==> src/logic/lcd_range_pkg.sv <==
// Purpose: shared constants and types for the display source / range / segment register bank
// Assumes: one 200 MHz clock, Avalon-MM word-aligned register map
// Notes: reset values for both digit-count variants are kept here
package lcd_range_pkg;
    // register byte addresses
    localparam logic [4:0] ADDR_CONTROL = 5'h00;
    localparam logic [4:0] ADDR_STATUS = 5'h04;
    localparam logic [4:0] ADDR_OVER_THR = 5'h08;
    localparam logic [4:0] ADDR_UNDER_THR = 5'h0c;
    localparam logic [4:0] ADDR_DISP_WORD = 5'h10;
    localparam logic [4:0] ADDR_SEG_LOW = 5'h14;
    localparam logic [4:0] ADDR_SEG_MID = 5'h18;
    localparam logic [4:0] ADDR_SEG_HIGH = 5'h1c;
    // control field positions
    localparam int CTL_SEG_DIRECT = 0;
    localparam int CTL_HOST_SRC = 1;
    localparam int CTL_FREEZE = 2;
    localparam int CTL_PEAK = 3;
    // status field positions
    localparam int STS_OVER_FLAG = 0;
    localparam int STS_UNDER_FLAG = 1;
    localparam int STS_OVER_COND = 2;
    localparam int STS_UNDER_COND = 3;
    // reset values
    localparam logic [15:0] OVER_RST_45 = 16'h4e1f;
    localparam logic [15:0] OVER_RST_35 = 16'h7cf0;
    localparam logic [15:0] UNDER_RST_45 = 16'hb1e0;
    localparam logic [15:0] UNDER_RST_35 = 16'h8300;
    localparam logic [15:0] SEG16_RST = 16'h0000;
    localparam logic [7:0] SEG8_RST = 8'h00;
    localparam logic [15:0] WORD_RST = 16'h0000;
    // dash counts after the leading one
    localparam logic [2:0] DASHES_45 = 3'h4;
    localparam logic [2:0] DASHES_35 = 3'h3;
    // segment bits owned by digit 4 in the 40-bit lit vector {high, mid, low}
    localparam logic [39:0] DIGIT4_MASK = 40'h1f_e000_0000;
    localparam int LEAD_ONE_BIT = 37;

    typedef enum logic [2:0] {SRC_SEG, SRC_HOST, SRC_FREEZE, SRC_PEAK, SRC_LIVE} disp_src_t;

    // one completed conversion from the converter
    typedef struct packed {
        logic valid;
        logic [15:0] value;
    } conv_result_t;

    typedef struct packed {
        logic wait_q;
        logic [31:0] rdata;
        logic seg_dir;
        logic host_src;
        logic freeze;
        logic peak_mode;
        logic [15:0] over_thr;
        logic [15:0] under_thr;
        logic [15:0] disp_word;
        logic [15:0] seg_low;
        logic [15:0] seg_mid;
        logic [7:0] seg_high;
        logic over_flag;
        logic under_flag;
        logic over_cond;
        logic under_cond;
        disp_src_t src;
        logic [15:0] shown;
        logic over_dash;
        logic under_dash;
        logic [2:0] dashes;
        logic [39:0] seg_lit;
        logic lead_one5;
        logic lead_one4;
    } bank_state_t;
endpackage : lcd_range_pkg

==> src/logic/lcd_source_range_segment_regs.sv <==
// Purpose: display source selection, range limit checking and direct segment registers
// Assumes: conversion results and peak value arrive on this clock; host uses Avalon-MM
// Notes: every access answers with waitrequest low on the second cycle of the request
//
// Functional notes
// - source priority: segments, host, freeze, peak, live
// - segment mode drives segments, ignores display word
// - segment bit 0 lights, 1 blanks
// - over limit 16-bit signed, variant reset value
// - result above over limit latches over flag
// - over shows leading one plus dashes
// - under limit 16-bit signed, variant reset value
// - result below under limit sets under flag
// - under shows minus, one, plus dashes
// - segment low register layout, bit 0 zero
// - segment mid register layout, bit 0 zero
// - segment high register 8-bit layout
// - leading one drives digit 5 or 4
// - digit-4 bits inert on smaller variant
// - segment registers reset to zero
// - status read clears flags unless condition holds
// - freeze stops display word updating from results
//
// Our own choices: the Avalon-MM register port and the placing of the registers.
`timescale 1ns/1ps

module lcd_source_range_segment_regs #(
    parameter bit FULL_DIGIT5 = 1'b1
) (
    input wire logic clock,
    input wire logic srst,
    input wire logic [4:0] address,
    input wire logic read,
    input wire logic write,
    input wire logic [31:0] writedata,
    input wire logic [3:0] byteenable,
    output logic [31:0] readdata,
    output logic waitrequest,
    input wire lcd_range_pkg::conv_result_t conv,
    input wire logic [15:0] peak_value,
    output lcd_range_pkg::disp_src_t display_source,
    output logic [15:0] display_value,
    output logic over_dash,
    output logic under_dash,
    output logic [2:0] dash_count,
    output logic [39:0] segment_lit,
    output logic lead_one_digit5,
    output logic lead_one_digit4
);
    import lcd_range_pkg::*;

    ////////////////////////////////////////////////////////////////////////////
    // helpers

    // merge byte lanes of a write into a 16-bit register
    function automatic logic [15:0] merge16(input logic [15:0] old, input logic [31:0] wd, input logic [3:0] be);
        logic [15:0] res;
        res = old;
        if (be[0]) begin
            res[7:0] = wd[7:0];
        end
        if (be[1]) begin
            res[15:8] = wd[15:8];
        end
        return res;
    endfunction : merge16

    function automatic bank_state_t reset_state(input bit full);
        bank_state_t s;
        s = '0;
        s.wait_q = 1'b1;
        s.over_thr = full ? OVER_RST_45 : OVER_RST_35;
        s.under_thr = full ? UNDER_RST_45 : UNDER_RST_35;
        s.disp_word = WORD_RST;
        s.seg_low = SEG16_RST;
        s.seg_mid = SEG16_RST;
        s.seg_high = SEG8_RST;
        s.src = SRC_LIVE;
        return s;
    endfunction : reset_state

    localparam bank_state_t RESET_STATE = reset_state(FULL_DIGIT5);

    bank_state_t state_reg;
    bank_state_t state_next;

    logic req;
    logic accept;
    logic status_rd;
    logic over_now;
    logic under_now;
    logic [31:0] rd_mux;
    logic [39:0] lit_raw;

    ////////////////////////////////////////////////////////////////////////////
    // bus decode: request is accepted on the cycle waitrequest is low

    assign req = read | write;
    assign accept = req & ~state_reg.wait_q;
    assign status_rd = accept & read & (address == ADDR_STATUS);

    // signed compare of a fresh result; only valid results count
    assign over_now = conv.valid & ($signed(conv.value) > $signed(state_reg.over_thr));
    assign under_now = conv.valid & ($signed(conv.value) < $signed(state_reg.under_thr));

    // read mux, narrow registers sit in the low bits
    always_comb begin
        rd_mux = 32'h0000_0000;
        case (address)
            ADDR_CONTROL: begin
                rd_mux[CTL_SEG_DIRECT] = state_reg.seg_dir;
                rd_mux[CTL_HOST_SRC] = state_reg.host_src;
                rd_mux[CTL_FREEZE] = state_reg.freeze;
                rd_mux[CTL_PEAK] = state_reg.peak_mode;
            end
            ADDR_STATUS: begin
                rd_mux[STS_OVER_FLAG] = state_reg.over_flag;
                rd_mux[STS_UNDER_FLAG] = state_reg.under_flag;
                rd_mux[STS_OVER_COND] = state_reg.over_cond;
                rd_mux[STS_UNDER_COND] = state_reg.under_cond;
            end
            ADDR_OVER_THR: rd_mux[15:0] = state_reg.over_thr;
            ADDR_UNDER_THR: rd_mux[15:0] = state_reg.under_thr;
            ADDR_DISP_WORD: rd_mux[15:0] = state_reg.disp_word;
            ADDR_SEG_LOW: rd_mux[15:0] = state_reg.seg_low;
            ADDR_SEG_MID: rd_mux[15:0] = state_reg.seg_mid;
            ADDR_SEG_HIGH: rd_mux[7:0] = state_reg.seg_high;
            default: rd_mux = 32'h0000_0000;
        endcase
    end

    // segment drive is inverted: a stored 0 lights the segment
    assign lit_raw = ~{state_reg.seg_high, state_reg.seg_mid, state_reg.seg_low};

    ////////////////////////////////////////////////////////////////////////////
    // next-state logic

    always_comb begin
        state_next = state_reg;
        // one wait cycle, then a single answer cycle
        state_next.wait_q = ~(req & state_reg.wait_q);
        if (req & state_reg.wait_q) begin
            state_next.rdata = read ? rd_mux : 32'h0000_0000;
        end

        // register writes land on the accepting edge
        if (accept & write) begin
            case (address)
                ADDR_CONTROL: begin
                    if (byteenable[0]) begin
                        state_next.seg_dir = writedata[CTL_SEG_DIRECT];
                        state_next.host_src = writedata[CTL_HOST_SRC];
                        state_next.freeze = writedata[CTL_FREEZE];
                        state_next.peak_mode = writedata[CTL_PEAK];
                    end
                end
                ADDR_OVER_THR: state_next.over_thr = merge16(state_reg.over_thr, writedata, byteenable);
                ADDR_UNDER_THR: state_next.under_thr = merge16(state_reg.under_thr, writedata, byteenable);
                ADDR_DISP_WORD: state_next.disp_word = merge16(state_reg.disp_word, writedata, byteenable);
                // bit 0 of the two wide segment registers has no segment behind it
                ADDR_SEG_LOW: state_next.seg_low = merge16(state_reg.seg_low, writedata, byteenable) & 16'hfffe;
                ADDR_SEG_MID: state_next.seg_mid = merge16(state_reg.seg_mid, writedata, byteenable) & 16'hfffe;
                ADDR_SEG_HIGH: begin
                    if (byteenable[0]) begin
                        state_next.seg_high = writedata[7:0];
                    end
                end
                default: state_next = state_next;
            endcase
        end

        // condition levels track the latest result only
        if (conv.valid) begin
            state_next.over_cond = over_now;
            state_next.under_cond = under_now;
        end

        // only bits the host actually saw are cleared, and never while the condition stands;
        // a new event in the same cycle wins over the clear
        if (status_rd) begin
            if (state_reg.rdata[STS_OVER_FLAG] & ~state_reg.over_cond) begin
                state_next.over_flag = 1'b0;
            end
            if (state_reg.rdata[STS_UNDER_FLAG] & ~state_reg.under_cond) begin
                state_next.under_flag = 1'b0;
            end
        end
        if (over_now) begin
            state_next.over_flag = 1'b1;
        end
        if (under_now) begin
            state_next.under_flag = 1'b1;
        end

        // display word follows results, or the peak value in peak mode, unless host, freeze or segment mode owns it
        if (!(accept & write & (address == ADDR_DISP_WORD))) begin
            if (!state_reg.seg_dir && !state_reg.host_src && !state_reg.freeze) begin
                if (state_reg.peak_mode) begin
                    state_next.disp_word = peak_value;
                end else if (conv.valid) begin
                    state_next.disp_word = conv.value;
                end
            end
        end

        // fixed source priority
        if (state_reg.seg_dir) begin
            state_next.src = SRC_SEG;
        end else if (state_reg.host_src) begin
            state_next.src = SRC_HOST;
        end else if (state_reg.freeze) begin
            state_next.src = SRC_FREEZE;
        end else if (state_reg.peak_mode) begin
            state_next.src = SRC_PEAK;
        end else begin
            state_next.src = SRC_LIVE;
        end
        state_next.shown = state_reg.seg_dir ? 16'h0000 : state_reg.disp_word;

        // limit dashes replace numeric display; segment mode is unaffected
        state_next.over_dash = ~state_reg.seg_dir & state_reg.over_cond;
        state_next.under_dash = ~state_reg.seg_dir & ~state_reg.over_cond & state_reg.under_cond;
        if (state_next.over_dash | state_next.under_dash) begin
            state_next.dashes = FULL_DIGIT5 ? DASHES_45 : DASHES_35;
        end else begin
            state_next.dashes = 3'h0;
        end

        // direct segment drive, digit 4 inert on the smaller variant
        if (state_reg.seg_dir) begin
            state_next.seg_lit = lit_raw & ~(FULL_DIGIT5 ? 40'h0 : DIGIT4_MASK);
            state_next.seg_lit[LEAD_ONE_BIT] = 1'b0;
            state_next.seg_lit[0] = 1'b0;
            state_next.seg_lit[16] = 1'b0;
            state_next.lead_one5 = FULL_DIGIT5 & lit_raw[LEAD_ONE_BIT];
            state_next.lead_one4 = ~FULL_DIGIT5 & lit_raw[LEAD_ONE_BIT];
        end else begin
            state_next.seg_lit = 40'h0;
            state_next.lead_one5 = 1'b0;
            state_next.lead_one4 = 1'b0;
        end
    end

    // single state register
    always_ff @(posedge clock) begin
        if (srst) begin
            state_reg <= RESET_STATE;
        end else begin
            state_reg <= state_next;
        end
    end

    assign readdata = state_reg.rdata;
    assign waitrequest = state_reg.wait_q;
    assign display_source = state_reg.src;
    assign display_value = state_reg.shown;
    assign over_dash = state_reg.over_dash;
    assign under_dash = state_reg.under_dash;
    assign dash_count = state_reg.dashes;
    assign segment_lit = state_reg.seg_lit;
    assign lead_one_digit5 = state_reg.lead_one5;
    assign lead_one_digit4 = state_reg.lead_one4;
endmodule : lcd_source_range_segment_regs

==> config.mk <==
export PLATFORM = sky130hd
export DESIGN_NAME = lcd_source_range_segment_regs
export DESIGN_NICKNAME = d
export VERILOG_FILES = /design/src/logic/lcd_range_pkg.sv /design/src/logic/lcd_source_range_segment_regs.sv
export SDC_FILE = /design/constraint.sdc
export NUM_CORES = 1
export LEC_CHECK = 0
export ABC_AREA = 1
export BUFFER_PORTS_ARGS = -buffer_cell sky130_fd_sc_hd__buf_2
export CAP_MARGIN = 15
export CORE_MARGIN = 5
export CORE_UTILIZATION = 59
export DETAILED_ROUTE_END_ITERATION = 8
export PLACE_DENSITY = 0.92
export RECOVER_POWER = 50
export SYNTH_ARGS = -nofsm -noshare
export SYNTH_HDL_FRONTEND = slang
export SYNTH_SLANG_ARGS = --single-unit
==> constraint.sdc <==
create_clock -name clock -period 3.3 [get_ports clock]
set_input_delay 0.165 -clock clock [delete_from_list [all_inputs] [get_ports clock]]
set_output_delay 0.165 -clock clock [all_outputs]
set_load 0.01 [all_outputs]
==> impl_metrics.py <==
metrics = {
    "sta": {
        "max_freq_mhz": 458,
        "hold_ws_ps": 33.0,
        "worstMarginPinSlew_ps": 1590,
        "slew_headroom_pct": -6.30,
        "setup_violations": 0,
        "timing.final.crit_share_pct": 66.2,
        "hold_viol_final": 0,
        "slew_viol_final": 22,
        "rsz0062_at_grt": "no",
        "fin_ws_ps": 1120,
        "tns_ps": 0,
        "clock_skew_ps": 6.75,
        "fin_crit_ps": 2180,
    },
    "logic_synthesis": {
        "synth_warnings": 0,
        "yosysSeqAreaShare_pct": 43.0,
        "avgSynthCellArea_sq_um": 7.58,
        "yosys_register_bits": 171,
        "synthesis.area_sq_um": 7970,
        "synth_edf_count": 0,
        "synth_ff_type": "dfxtp_1",
        "synthArstFlopShare_pct": 0,
        "syn_inst": 1051,
        "ys_types": 35,
    },
    "clocking": {
        "post_cts_resized": 0,
        "numClockSinks": 171,
        "cts.path.max_buffers": 2,
        "clock_latency_ps": 440,
        "htreeDepth": 4,
        "cts_tree": "done",
        "cts_setup_buffers": 0,
        "cts_root_buf": "clkbuf_16",
        "cts_buffers": 17,
        "cts.clk_slew.worst_paths_ps": 70,
    },
    "cells_and_area": {
        "final_common_cell": "dfxtp_1",
        "antennaDiodeCount": 0,
        "drive_above_1_share_pct": 11.0,
        "area_growth_pct": 8.54,
        "finalNetCount": 1211,
        "largest_reg_flops": 94,
        "final_cell_mix": "dfxtp_1, nor2_1, nand2_1",
    },
    "floorplan": {
        "dieArea_sq_um": 15900,
        "core-area_sq_um": 13200,
        "ios": 177,
        "die_w_microns": 126,
        "fp.dieH_microns": 126,
        "initial_core_util_pct": 60.2,
        "num_rows": 42,
    },
    "route": {
        "routed_via_density": 5.72,
        "drtIter0Drc": 1153,
        "wl_per_cell_microns": 17.3,
        "drc_errors": 0,
        "drtAntennaViolNets": 0,
        "wl_mm": 22.3,
        "firstDrtPassIters": 6,
        "vias": 7381,
    },
    "global_route": {
        "antenna_found_initial": 0,
        "grt_max_degree": 62,
        "grt_pass1_wl_mm": 35.4,
        "first_global_vias": 6937,
        "grt_overflow": 0,
        "grt_use_total_pct": 27.9,
    },
    "placement": {
        "dp_hpwl_mm": 15.8,
        "io_buffers": 136,
        "dp_slack_ps": 1070,
        "gp_congestion": 0.956,
    },
    "run_status": {
        "violations": "max-capacitance violations, max-slew violations",
        "status": "complete, but fails checks",
    },
    "setup_path": {
        "crit_fanout": 30,
        "slowest_delay_ps": 990,
        "reg2reg_slack_ps": 1230,
        "slowest_stage": "clkbuf_1",
        "critPathMostFrequentCell": "clkbuf_1",
        "cp.arrival_ps": 2450,
        "path_class": "in -> reg",
        "cp.required_ps": 3560,
        "crit_chain": "dlygate4sd3_1 -> clkbuf_1 -> inv_1 -> nand2_1 -> clkbuf_1 -> nor2_1",
        "worst_setup_path_start_kind": "input pin",
        "worstSetupEndpointType": "register",
    },
    "power_and_ir_drop": {
        "totalPowerFinal_mw": 4.54,
        "powerDensity_nw_per_um2": 524,
        "vdd_drop_max_mv": 0.390,
        "p_leak_nw": 3.87,
    },
    "worst_hold_path": {
        "hold_path_class": "in -> reg",
    },
    "run": {
        "max-cap-violations": 1,
    },
}
-- logic make-up (layout without fill, tap and decap cells) --
logic type / Yosys count / count (layout) / synth area share [%]
AO/OA/AOI/OAI: 249 / 249 / 17.6
adder cells (fa/ha/maj): 31 / 31 / 4.87
buffers and inverters: 230 / 273 / 15.6
flip-flops: 171 / 171 / 43.0
other: 1 / 22 / 0.0471
AND/OR/NAND/NOR: 369 / 369 / 18.9
-- cells in the mapped netlist (5+ instances only) --
master | count | area (sq um)
buf_2 | 10 | 50.1
o22ai_1 | 9 | 56.3
a211oi_1 | 31 | 233
nand3_1 | 10 | 50.1
clkbuf_1 | 23 | 86.3
o21ai_0 | 93 | 465
nor2_2 | 9 | 56.3
dfxtp_1 | 171 | 3420
o21ai_1 | 9 | 45.0
nand2_1 | 152 | 571
a21oi_1 | 88 | 440
ha_1 | 31 | 388
buf_4 | 97 | 728
nor2_1 | 165 | 619
inv_1 | 86 | 323
nand4_1 | 5 | 31.3
o221ai_1 | 8 | 70.1
nor3_1 | 18 | 90.1
inv_2 | 11 | 41.3
-- path summary, 6_finish.rpt --
| path | startpoint | endpoint | depth (start not counted) |
|---|---|---|---|
| worst min register to register | state_reg[96]$_SDFFE_PP0P_ | segment_lit[2]$_SDFF_PP0_ | 1 |
| worst max register to register | state_reg[161]$_SDFFE_PP0P_ | display_value[6]$_SDFF_PP0_ | 2 |
| worst max-delay path | srst | segment_lit[20]$_SDFF_PP0_ | 6 |
| worst min-delay path | writedata[15] | state_reg[141]$_SDFFE_PP1P_ | 3 |
-- routing by layer --
metal	GRT usage [%]	routed length, microns	vias up
met3	7.54	2810	96
met4	14.2	955	0
met2	43.2	9870	524
met5	0	0	-
met1	35.9	8700	3335
li1	-	-	3426
-- cell type report --
class	count	area, sq um
clock buffers	17	425
clock inverters	15	198
fillers	1148	4590
inverters	99	372
multi-input cells	671	3380
flip-flops and latches	171	3420
well taps	176	220
repair buffers	142	627
-- critical path, delay by kind of cell --
family,cells,cell delay [ps]
simple gates,2,400
buf+inv,4,1870
-- per-stage QoR --
stage | std cells | utilization (%) | cell area (sq um)
6_report | 1291 | 65.3 | 8650
5_1_grt | 1291 | 65.3 | 8650
4_1_cts | 1291 | 66.1 | 8750
3_5_place_dp | 1258 | 61.3 | 8120
3_3_place_gp | 1258 | 61.3 | 8120
2_1_floorplan | 1072 | - | 8050
-- power by group --
part           total, mW  leakage [nW]  internal [mW]  switching [mW]
clock network       2.12         0.305           1.22           0.897
logic              0.312          2.18         0.0935           0.218
registers           2.11          1.38           2.09          0.0147
-- what timing repair did --
action	in CTS	in global routing
setup endpoints to repair	0	0
hold endpoints to repair	1	0
hold buffers	1	0
Note: power is estimated with default switching activity, not from simulation.
